<file path="src/sac_pkg.sv">
package sac_pkg;

    // Register addresses on the plain register port.
    localparam logic [7:0] ADDR_CTRL_ONE = 8'hB2;
    localparam logic [7:0] ADDR_CTRL_TWO = 8'hB3;
    localparam logic [7:0] ADDR_RES_MSB = 8'hB4;
    localparam logic [7:0] ADDR_RES_LSB = 8'hB5;
    localparam logic [7:0] ADDR_WIN_UPPER = 8'hB6;
    localparam logic [7:0] ADDR_WIN_LOWER = 8'hB7;
    localparam logic [7:0] ADDR_CLK_DIV = 8'hB8;

    // Field positions in the first control register.
    localparam int BIT_START_BUSY = 7;
    localparam int BIT_EOC = 6;
    localparam int BIT_CONT = 5;
    localparam int BIT_EXT_START = 4;
    localparam int BIT_QUALIFY = 3;
    localparam int BIT_MATCH = 2;
    localparam int BIT_POWER = 1;
    localparam int BIT_OUTSIDE = 0;

    // Field positions in the second control register.
    localparam int BIT_FORMAT = 7;
    localparam int MUX_LSB = 4;
    localparam int APS_LSB = 0;

    // Reset values.
    localparam logic [7:0] RST_BYTE = 8'h00;
    localparam logic [9:0] RST_RESULT = 10'h000;
    localparam logic [1:0] RST_DIV = 2'h0;

    // Machine clock divider codes and the last count of each division.
    localparam logic [1:0] DIV_SEL_4 = 2'h0;
    localparam logic [1:0] DIV_SEL_64 = 2'h1;
    localparam logic [9:0] MDIV_LAST_4 = 10'h003;
    localparam logic [9:0] MDIV_LAST_64 = 10'h03F;
    localparam logic [9:0] MDIV_LAST_1024 = 10'h3FF;

    // Conversion sequence, counted in conversion clocks from zero.
    localparam logic [3:0] SEQ_SAMPLE_LAST = 4'h4;
    localparam logic [3:0] SEQ_DECIDE_LAST = 4'hE;
    localparam logic [3:0] SEQ_FINAL = 4'hF;
    localparam logic [9:0] SAR_FIRST_TRIAL = 10'h200;

    typedef enum logic [1:0] {
        SAC_IDLE = 2'b00,
        SAC_SAMPLE = 2'b01,
        SAC_APPROX = 2'b10,
        SAC_RELOAD = 2'b11
    } sac_phase_t;

    typedef struct packed {
        logic [7:0] addr;
        logic [7:0] wdata;
        logic wr;
        logic rd;
    } sac_bus_req_t;

    typedef struct packed {
        logic [1:0] div_sel;
        logic [3:0] prescale;
        logic restart;
    } sac_clk_cfg_t;

endpackage

</file>
<file path="src/sac_clk_div.sv">
`timescale 1ns/1ps

// Machine clock tick from the core clock, and conversion clock tick from the machine tick.
module sac_clk_div (
    input wire logic core_clk_in,
    input wire logic rst_in,
    input wire sac_pkg::sac_clk_cfg_t cfg_in,
    output logic mclk_tick_out,
    output logic aclk_tick_out
);

    typedef struct packed {
        logic [9:0] mcnt;
        logic [3:0] acnt;
        logic mtick;
        logic atick;
    } sac_div_state_t;

    sac_div_state_t st_r;
    sac_div_state_t st_nxt;
    logic [9:0] mlast;

    always_comb begin
        case (cfg_in.div_sel)
            sac_pkg::DIV_SEL_4: mlast = sac_pkg::MDIV_LAST_4;
            sac_pkg::DIV_SEL_64: mlast = sac_pkg::MDIV_LAST_64;
            default: mlast = sac_pkg::MDIV_LAST_1024;
        endcase
    end

    always_comb begin
        st_nxt = st_r;
        st_nxt.mtick = 1'b0;
        st_nxt.atick = 1'b0;
        if (st_r.mcnt >= mlast) begin
            st_nxt.mcnt = 10'h000;
            st_nxt.mtick = 1'b1;
        end else begin
            st_nxt.mcnt = st_r.mcnt + 10'h001;
        end
        // A restart realigns the prescale count only; the machine clock count keeps running, so the first period can be short.
        if (cfg_in.restart) begin
            st_nxt.acnt = 4'h0;
        end else if (st_r.mtick) begin
            if (st_r.acnt >= cfg_in.prescale) begin
                st_nxt.acnt = 4'h0;
                st_nxt.atick = 1'b1;
            end else begin
                st_nxt.acnt = st_r.acnt + 4'h1;
            end
        end
    end

    always_ff @(posedge core_clk_in or posedge rst_in) begin
        if (rst_in) begin
            st_r <= '0;
        end else begin
            st_r <= st_nxt;
        end
    end

    assign mclk_tick_out = st_r.mtick;
    assign aclk_tick_out = st_r.atick;

endmodule // sac_clk_div

</file>
<file path="src/sac_core.sv">
// Contract
// - Approximation tests result bits 9 down to 0, keep when DAC below input.
// - A conversion takes exactly 16 conversion clocks from start to completion flag.
// - Conversion clock period is machine clock period times prescale plus one.
// - Machine clock is core clock divided by 4, 64 or 1024 per divider.
// - Window comparator checks both 8-bit limits against the result upper byte.
// - Match flag is outside select XOR upper-less XOR lower-less, set at end.
// - Limits are symmetric; upper below lower gets no special handling.
// - Interrupt on every completion, or only with match when qualifier set.
// - Software start bit or enabled external falling edge starts, setting busy.
// - A running conversion stops only when converter power is removed.
// - Five clocks sample, ten approximate, completion flag on the final clock.
// - Continuous mode restarts on the next machine cycle, busy stays set.
// - Leaving continuous mode finishes the current conversion and then halts.
// - Converter leaves reset powered down; software waits warm-up after power on.
// - Start/busy stays set during conversion, ignores writes of 0, clears at end.
// - Clearing power aborts the conversion and forces start/busy to 0.
// - Three-bit channel select picks input n at the next conversion start.
// - Format bit 1 puts result bits 9:8 in low bits of upper byte.
`timescale 1ns/1ps

module sac_core (
    input wire logic core_clk_in,
    input wire logic rst_in,
    input wire sac_pkg::sac_bus_req_t bus_req_in,
    output logic [7:0] bus_rdata_out,
    input wire logic ext_start_n_in,
    input wire logic comp_dac_below_in,
    output logic [9:0] dac_code_out,
    output logic [2:0] channel_out,
    output logic sample_out,
    output logic power_on_out,
    output logic converter_irq_out
);

    typedef struct packed {
        sac_pkg::sac_phase_t phase;
        logic [3:0] seq_cnt;
        logic [9:0] approximation_register;
        logic [9:0] result;
        logic window_match_flag;
        logic eoc_flag;
        logic start_busy_bit;
        logic continuous_mode_select;
        logic external_start_enable;
        logic window_qualify_enable;
        logic converter_power_on;
        logic window_outside_select;
        logic result_format_select;
        logic [2:0] channel_select;
        logic [2:0] channel_active;
        logic [3:0] clock_prescale_select;
        logic [1:0] machine_clock_divider;
        logic [7:0] window_upper_limit;
        logic [7:0] window_lower_limit;
        logic pin_sync1;
        logic pin_sync2;
        logic pin_prev;
        logic [7:0] rdata;
        logic irq;
        logic sample;
        logic restart;
    } sac_state_t;

    sac_state_t st_r;
    sac_state_t st_nxt;
    sac_pkg::sac_clk_cfg_t clk_cfg;
    logic mclk_tick;
    logic aclk_tick;

    assign clk_cfg.div_sel = st_r.machine_clock_divider;
    assign clk_cfg.prescale = st_r.clock_prescale_select;
    assign clk_cfg.restart = st_r.restart;

    sac_clk_div u_clk_div (
        .core_clk_in(core_clk_in),
        .rst_in(rst_in),
        .cfg_in(clk_cfg),
        .mclk_tick_out(mclk_tick),
        .aclk_tick_out(aclk_tick)
    );

    logic [7:0] ctrl_one_rd;
    logic [7:0] ctrl_two_rd;
    logic [7:0] msb_rd;
    logic [3:0] bit_idx;
    logic [7:0] upper_byte;
    logic wr_ctrl_one;
    logic sw_start;
    logic pin_fall;
    logic power_nxt;

    always_comb begin
        ctrl_one_rd = {st_r.start_busy_bit, st_r.eoc_flag, st_r.continuous_mode_select,
                       st_r.external_start_enable, st_r.window_qualify_enable,
                       st_r.window_match_flag, st_r.converter_power_on,
                       st_r.window_outside_select};
        ctrl_two_rd = {st_r.result_format_select, st_r.channel_select,
                       st_r.clock_prescale_select};
        if (st_r.result_format_select) begin
            msb_rd = {6'h00, st_r.result[9:8]};
        end else begin
            msb_rd = st_r.result[9:2];
        end
    end

    always_comb begin
        st_nxt = st_r;
        bit_idx = sac_pkg::SEQ_DECIDE_LAST - st_r.seq_cnt;
        upper_byte = st_r.approximation_register[9:2];
        wr_ctrl_one = bus_req_in.wr && (bus_req_in.addr == sac_pkg::ADDR_CTRL_ONE);
        power_nxt = wr_ctrl_one ? bus_req_in.wdata[sac_pkg::BIT_POWER]
                                : st_r.converter_power_on;
        st_nxt.restart = 1'b0;

        // Start pin synchroniser and falling edge detector.
        st_nxt.pin_sync1 = ext_start_n_in;
        st_nxt.pin_sync2 = st_r.pin_sync1;
        st_nxt.pin_prev = st_r.pin_sync2;
        pin_fall = st_r.pin_prev && !st_r.pin_sync2;

        // Register writes.
        if (wr_ctrl_one) begin
            st_nxt.eoc_flag = bus_req_in.wdata[sac_pkg::BIT_EOC];
            st_nxt.continuous_mode_select = bus_req_in.wdata[sac_pkg::BIT_CONT];
            st_nxt.external_start_enable = bus_req_in.wdata[sac_pkg::BIT_EXT_START];
            st_nxt.window_qualify_enable = bus_req_in.wdata[sac_pkg::BIT_QUALIFY];
            st_nxt.converter_power_on = bus_req_in.wdata[sac_pkg::BIT_POWER];
            st_nxt.window_outside_select = bus_req_in.wdata[sac_pkg::BIT_OUTSIDE];
        end
        if (bus_req_in.wr) begin
            case (bus_req_in.addr)
                sac_pkg::ADDR_CTRL_TWO: begin
                    st_nxt.result_format_select = bus_req_in.wdata[sac_pkg::BIT_FORMAT];
                    st_nxt.channel_select = bus_req_in.wdata[sac_pkg::MUX_LSB +: 3];
                    st_nxt.clock_prescale_select = bus_req_in.wdata[sac_pkg::APS_LSB +: 4];
                end
                sac_pkg::ADDR_WIN_UPPER: st_nxt.window_upper_limit = bus_req_in.wdata;
                sac_pkg::ADDR_WIN_LOWER: st_nxt.window_lower_limit = bus_req_in.wdata;
                sac_pkg::ADDR_CLK_DIV: st_nxt.machine_clock_divider = bus_req_in.wdata[1:0];
                default: ;
            endcase
        end

        // A write of 0 to start/busy leaves it alone; only hardware clears it.
        sw_start = wr_ctrl_one && bus_req_in.wdata[sac_pkg::BIT_START_BUSY];
        if (!st_r.start_busy_bit && power_nxt &&
                (sw_start || (pin_fall && st_r.external_start_enable))) begin
            st_nxt.start_busy_bit = 1'b1;
            st_nxt.phase = sac_pkg::SAC_SAMPLE;
            st_nxt.seq_cnt = 4'h0;
            st_nxt.channel_active = st_nxt.channel_select;
            st_nxt.sample = 1'b1;
            st_nxt.restart = 1'b1;
        end

        case (st_r.phase)
            sac_pkg::SAC_IDLE: begin
                st_nxt.sample = st_nxt.sample && st_nxt.start_busy_bit;
            end
            sac_pkg::SAC_SAMPLE: begin
                if (aclk_tick) begin
                    st_nxt.seq_cnt = st_r.seq_cnt + 4'h1;
                    if (st_r.seq_cnt == sac_pkg::SEQ_SAMPLE_LAST) begin
                        st_nxt.sample = 1'b0;
                        st_nxt.phase = sac_pkg::SAC_APPROX;
                        st_nxt.approximation_register = sac_pkg::SAR_FIRST_TRIAL;
                    end
                end
            end
            sac_pkg::SAC_APPROX: begin
                if (aclk_tick) begin
                    st_nxt.seq_cnt = st_r.seq_cnt + 4'h1;
                    if (st_r.seq_cnt == sac_pkg::SEQ_FINAL) begin
                        st_nxt.result = st_r.approximation_register;
                        st_nxt.eoc_flag = 1'b1;
                        st_nxt.window_match_flag = st_r.window_outside_select
                            ^ (st_r.window_upper_limit < upper_byte)
                            ^ (st_r.window_lower_limit < upper_byte);
                        if (st_r.continuous_mode_select) begin
                            st_nxt.phase = sac_pkg::SAC_RELOAD;
                        end else begin
                            st_nxt.phase = sac_pkg::SAC_IDLE;
                            st_nxt.start_busy_bit = 1'b0;
                        end
                    end else begin
                        if (!comp_dac_below_in) begin
                            st_nxt.approximation_register[bit_idx] = 1'b0;
                        end
                        if (bit_idx != 4'h0) begin
                            st_nxt.approximation_register[bit_idx - 4'h1] = 1'b1;
                        end
                    end
                end
            end
            sac_pkg::SAC_RELOAD: begin
                if (!st_r.continuous_mode_select) begin
                    st_nxt.phase = sac_pkg::SAC_IDLE;
                    st_nxt.start_busy_bit = 1'b0;
                end else if (mclk_tick) begin
                    st_nxt.phase = sac_pkg::SAC_SAMPLE;
                    st_nxt.seq_cnt = 4'h0;
                    st_nxt.channel_active = st_r.channel_select;
                    st_nxt.sample = 1'b1;
                    st_nxt.restart = 1'b1;
                end
            end
            default: begin
                st_nxt.phase = sac_pkg::SAC_IDLE;
            end
        endcase

        // Only power removal stops a conversion once it runs.
        if (!power_nxt) begin
            st_nxt.phase = sac_pkg::SAC_IDLE;
            st_nxt.start_busy_bit = 1'b0;
            st_nxt.sample = 1'b0;
            st_nxt.restart = 1'b0;
        end

        st_nxt.irq = st_nxt.eoc_flag
            && (!st_nxt.window_qualify_enable || st_nxt.window_match_flag);

        st_nxt.rdata = sac_pkg::RST_BYTE;
        if (bus_req_in.rd) begin
            case (bus_req_in.addr)
                sac_pkg::ADDR_CTRL_ONE: st_nxt.rdata = ctrl_one_rd;
                sac_pkg::ADDR_CTRL_TWO: st_nxt.rdata = ctrl_two_rd;
                sac_pkg::ADDR_RES_MSB: st_nxt.rdata = msb_rd;
                sac_pkg::ADDR_RES_LSB: st_nxt.rdata = st_r.result[7:0];
                sac_pkg::ADDR_WIN_UPPER: st_nxt.rdata = st_r.window_upper_limit;
                sac_pkg::ADDR_WIN_LOWER: st_nxt.rdata = st_r.window_lower_limit;
                sac_pkg::ADDR_CLK_DIV: st_nxt.rdata = {6'h00, st_r.machine_clock_divider};
                default: st_nxt.rdata = sac_pkg::RST_BYTE;
            endcase
        end
    end

    always_ff @(posedge core_clk_in or posedge rst_in) begin
        if (rst_in) begin
            st_r <= '0;
            st_r.pin_sync1 <= 1'b1;
            st_r.pin_sync2 <= 1'b1;
            st_r.pin_prev <= 1'b1;
            st_r.result <= sac_pkg::RST_RESULT;
            st_r.machine_clock_divider <= sac_pkg::RST_DIV;
        end else begin
            st_r <= st_nxt;
        end
    end

    assign bus_rdata_out = st_r.rdata;
    assign dac_code_out = st_r.approximation_register;
    assign channel_out = st_r.channel_active;
    assign sample_out = st_r.sample;
    assign power_on_out = st_r.converter_power_on;
    assign converter_irq_out = st_r.irq;

endmodule // sac_core

</file>
<file path="config.mk">
export PLATFORM = sky130hd
export DESIGN_NAME = sac_core
export DESIGN_NICKNAME = d
export VERILOG_FILES = /design/src/sac_pkg.sv /design/src/sac_clk_div.sv /design/src/sac_core.sv
export SDC_FILE = /design/constraint.sdc
export NUM_CORES = 1
export LEC_CHECK = 0
export ABC_AREA = 1
export BUFFER_PORTS_ARGS = -buffer_cell sky130_fd_sc_hd__clkbuf_2
export CELL_PAD_IN_SITES_DETAIL_PLACEMENT = 0
export CELL_PAD_IN_SITES_GLOBAL_PLACEMENT = 2
export CORE_UTILIZATION = 32
export CTS_CLUSTER_DIAMETER = 200
export DETAILED_ROUTE_END_ITERATION = 7
export GPL_TIMING_DRIVEN = 0
export PLACE_DENSITY = 0.81
export SYNTH_ARGS = -nofsm -noshare
export SYNTH_HDL_FRONTEND = slang
export SYNTH_HIERARCHICAL = 1
export SYNTH_SLANG_ARGS = --single-unit
</file>
<file path="constraint.sdc">
create_clock -name core_clk_in -period 2.3 [get_ports core_clk_in]
set_clock_uncertainty 0.1 [all_clocks]
set_input_delay 0.115 -clock core_clk_in [delete_from_list [all_inputs] [get_ports core_clk_in]]
set_output_delay 0.115 -clock core_clk_in [all_outputs]
set_load 0.005 [all_outputs]
</file>
==> key figures <==
Logic synthesis
  – Share of the synthesized area in the top cell type: 42.0%
  – Post-synth ARST share: 100%
  – Yosys warnings: 6
  – Number of synthesized register bits: 93
  – Synth area leaders: dfrtp_1 42%, nand2_1 13%, ha_1 6.8%
  – Main synth FF type: dfrtp_1
  – Seq/Total Area, Yosys: 43.5%
  – EDFF count, synth: 0
  – Cell area after synthesis: 5360 um2
  – Post-synth cell types: 43
  – Post-synthesis area per instance: 7.92 um2
  – Cells after synthesis: 677
  – Syn_nets: 728
  – Largest area contributor in the netlist: dfrtp_1

Pwr
  – NetSw: 1030 uW
  – Logic pwr share: 12.4%
  – Reg power frac: 45.4%
  – Leak: 0.00323 uW
  – PwrDens: 634 nW/um2
  – Clock power frac: 42.2%
  – Max IR drop VDD: 409 uV
  – Switching portion of total power: 25.8%
  – Internal Pwr Total: 2970 uW

Detailed routing
  – DRC: 0
  – DR WL met3: 478 um
  – Drt via density: 4.72
  – Drt total wl: 13700 um
  – First DRT Iteration DRCs: 320
  – Post-DRT Antenna Nets: 0
  – DR pass1 iterations: 5
  – Metal2 WL: 6020 um
  – M1 WL: 6960 um
  – DR WL/cell: 14.3 um
  – Top Metal Used: met4
  – Routed vias: 4546

Timing
  – FMAX: 0.460 GHz
  – Slew Viols, Final: 0
  – Min Tclk post-route: 2.17 ns
  – WHS: 0.000875 ns
  – Final-report setup violation count: 0
  – Final Hold Viols: 0
  – Least-Margin Pin Slew: 0.627 ns
  – Tcrit/Tclk final: 94.5%
  – Slew headroom: 58.2%

Critical path
  – CP max FO: 6
  – Worst setup EP type: register
  – Worst Setup Path Type: reg2reg
  – Nature of the critical path startpoint: register
  – CP required: 2.46 ns
  – Worst path arrival time: 2.33 ns

Place
  – PortBufs: 45
  – Placed cell area: 5890 um2
  – RePlAce Congestion: 0.864
  – Dpl hpwl: 10800 um
  – DP Cell Count: 939

Final layout
  – Area of the multi-input gates: 2460 um2
  – FF+latch area: 2330 um2
  – Finished Layout Cells: 964
  – Nets: 794
  – Layout cells sized above 1: 19.0%
  – Diodes inserted: 0
  – Fillers: 1691
  – Post-layout instance area: 6320 um2
  – Core Util, Final: 39.2%
  – Area Overhead vs Synth: 17.9%

Floorplan
  – Core Area: 16100 um2
  – IO Pins: 46
  – Cell row count: 46
  – Die Ht: 131 um
  – Die width: 131 um
  – Die area: 17300 um2
  – Initial Util: 33.3%

CTS
  – CTS Root Cell: clkbuf_16
  – Clock Tree Buf Depth: 2
  – Clk pin slew, worst setup/hold paths: 0.06 ns
  – # H-tree levels: 3
  – CTS Buf Count: 9
  – CTS tree: built
  – Clock latency on the worst-skew pair: 0.35 ns
  – Clock sink total: 93

Global route
  – Vias in the first global route: 4312
  – First-pass GRT wire length: 22900 um
  – Pin count of the biggest net entering global routing: 67
  – Initial antenna violation count: 0
  – Tot GR Track Use: 16.8%
  – GRT overflow: 0

Worst hold path
  – Hold Path Class: in2reg

Outcome
  – Status: finished, final reports clean

Flow run
  – Max cap viols: 0
==> sequential cells by signal, summed over array words and instances (netlist names) <==
name	flops
power_on_out	1
u_clk_div/mclk_tick_out	1
bus_rdata_out	8
u_clk_div/aclk_tick_out	1
dac_code_out	10
ctrl_two_rd	4
clk_cfg	7
ctrl_one_rd	7
st_nxt	2
channel_out	3
st_r	33
u_clk_div/st_r	14
converter_irq_out	1
sample_out	1
==> layer usage <==
| layer | vias up | global-route usage (%) |
|---|---|---|
| met4 | 0 | 5.36 |
| met2 | 88 | 25.6 |
| li1 | 2320 | - |
| met5 | - | 0 |
| met1 | 2122 | 24.1 |
| met3 | 16 | 2.93 |
==> worst paths after layout <==
kind                                from                 to  slack [ns]  depth (start not counted)
max                             st_r[71]    dac_code_out[2]        0.13                         10
min                        bus_req_in[5]         clk_cfg[4]      0.0009                          3
max reg2reg                     st_r[71]    dac_code_out[2]        0.13                         10
min reg2reg                   st_nxt[12]         st_nxt[11]        0.26                          0
max in group asynchronous         rst_in  u_clk_div/st_r[4]        1.38                          3
min in group asynchronous         rst_in     channel_out[2]        0.13                          3
==> cell type report <==
type / instances / area share, %
clock buffer: 13 / 4.43
tap: 216 / 4.28
multi-input combinational: 458 / 38.9
inverter: 97 / 5.80
buffer: 29 / 3.31
timing repair buffer: 55 / 5.35
sequential: 93 / 36.9
clock inverter: 3 / 1.03
==> critical path: stages (launching register included) <==
cell and delay [ns]:
dfrtp_1 0.45, inv_1 0.15, ha_1 0.24, nand4_1 0.19, nor3_2 0.24, a21oi_2 0.07
nor2_4 0.19, nand2_2 0.09, inv_2 0.12, nand3_1 0.10, o22ai_1 0.14
==> layout by cell type (no fill, tap or decap), types with 2 or more instances in the layout <==
master / netlist / layout
nand2_1: 180 / 180
dfrtp_1: 90 / 90
inv_1: 84 / 83
o21ai_1: 54 / 54
clkbuf_2: 0 / 45
nand3_1: 35 / 35
nor2_1: 35 / 35
ha_1: 29 / 28
a21oi_1: 26 / 26
buf_4: 22 / 24
o21ai_0: 16 / 16
nor2_2: 13 / 13
inv_2: 12 / 12
clkbuf_16: 0 / 9
nand2_2: 8 / 8
xor2_1: 8 / 8
o22ai_1: 7 / 7
dlygate4sd3_1: 0 / 7
nor3_1: 6 / 6
nand4_1: 5 / 5
a41oi_1: 5 / 5
nor2_4: 4 / 4
clkbuf_8: 0 / 4
clkbuf_1: 3 / 3
nand3_2: 3 / 3
dfstp_2: 3 / 3
buf_2: 2 / 2
o21ai_2: 2 / 2
buf_6: 2 / 2
a211oi_1: 2 / 2
nor3_2: 2 / 2
o21a_1: 2 / 2
a21o_1: 2 / 2
a21boi_0: 2 / 2
bufinv_16: 0 / 2
==> power groups by stage <==
stage	clock [uW]	combinational (uW)	sequential (uW)
2_1_floorplan	0	380	1820
3_3_place_gp	0	480	1850
3_5_place_dp	0	493	1850
4_1_cts	1730	505	1820
5_1_grt	1800	568	1840
6_report	1690	498	1820
==> Yosys cell counts (2+ instances only) <==
cell type  instances
dfrtp_1           90
clkbuf_1           3
o21ai_1           54
inv_2             12
nand3_2            3
nand4_1            5
nor3_2             2
buf_6              2
dfstp_2            3
o21a_1             2
buf_2              2
nand2_1          180
a41oi_1            5
nor3_1             6
a21boi_0           2
a211oi_1           2
a21oi_1           26
nand2_2            8
nor2_2            13
nor2_1            35
ha_1              29
xor2_1             8
buf_4             22
inv_1             84
a21o_1             2
nor2_4             4
o21ai_0           16
nand3_1           35
o21ai_2            2
o22ai_1            7
==> kinds of logic (layout without fill, tap and decap cells) <==
logic type	count (synthesis)	in the layout	share of synthesized area (%)
AND/OR/NAND/NOR	293	293	23.9
adder cells (fa/ha/maj)	29	29	6.77
XOR/XNOR	10	10	1.77
buffers and inverters	126	197	10.7
AO/OA/AOI/OAI	126	126	13.3
flip-flops	93	93	43.5
==> through the flow <==
step | setup slack [ns] | total power [uW] | TNS (ns)
2_1_floorplan | 0.123 | 2200 | 0
3_3_place_gp | -0.864 | 2330 | -63.53
3_5_place_dp | 0.121 | 2340 | 0
4_1_cts | 0.0710 | 4060 | 0
5_1_grt | -0.000475 | 4210 | -0.000475
6_report | 0.127 | 4010 | 0
==> timing repair <==
| action | 4_1_cts | 5_1_grt |
|---|---|---|
| resized for setup | 0 | 1 |
| endpoints found under the hold margin | 99 | 1 |
| hold buffers | 6 | 1 |
| endpoints found under the setup margin | 0 | 6 |
| setup buffers | 0 | 2 |
Note: power is estimated with default switching activity, not from simulation.
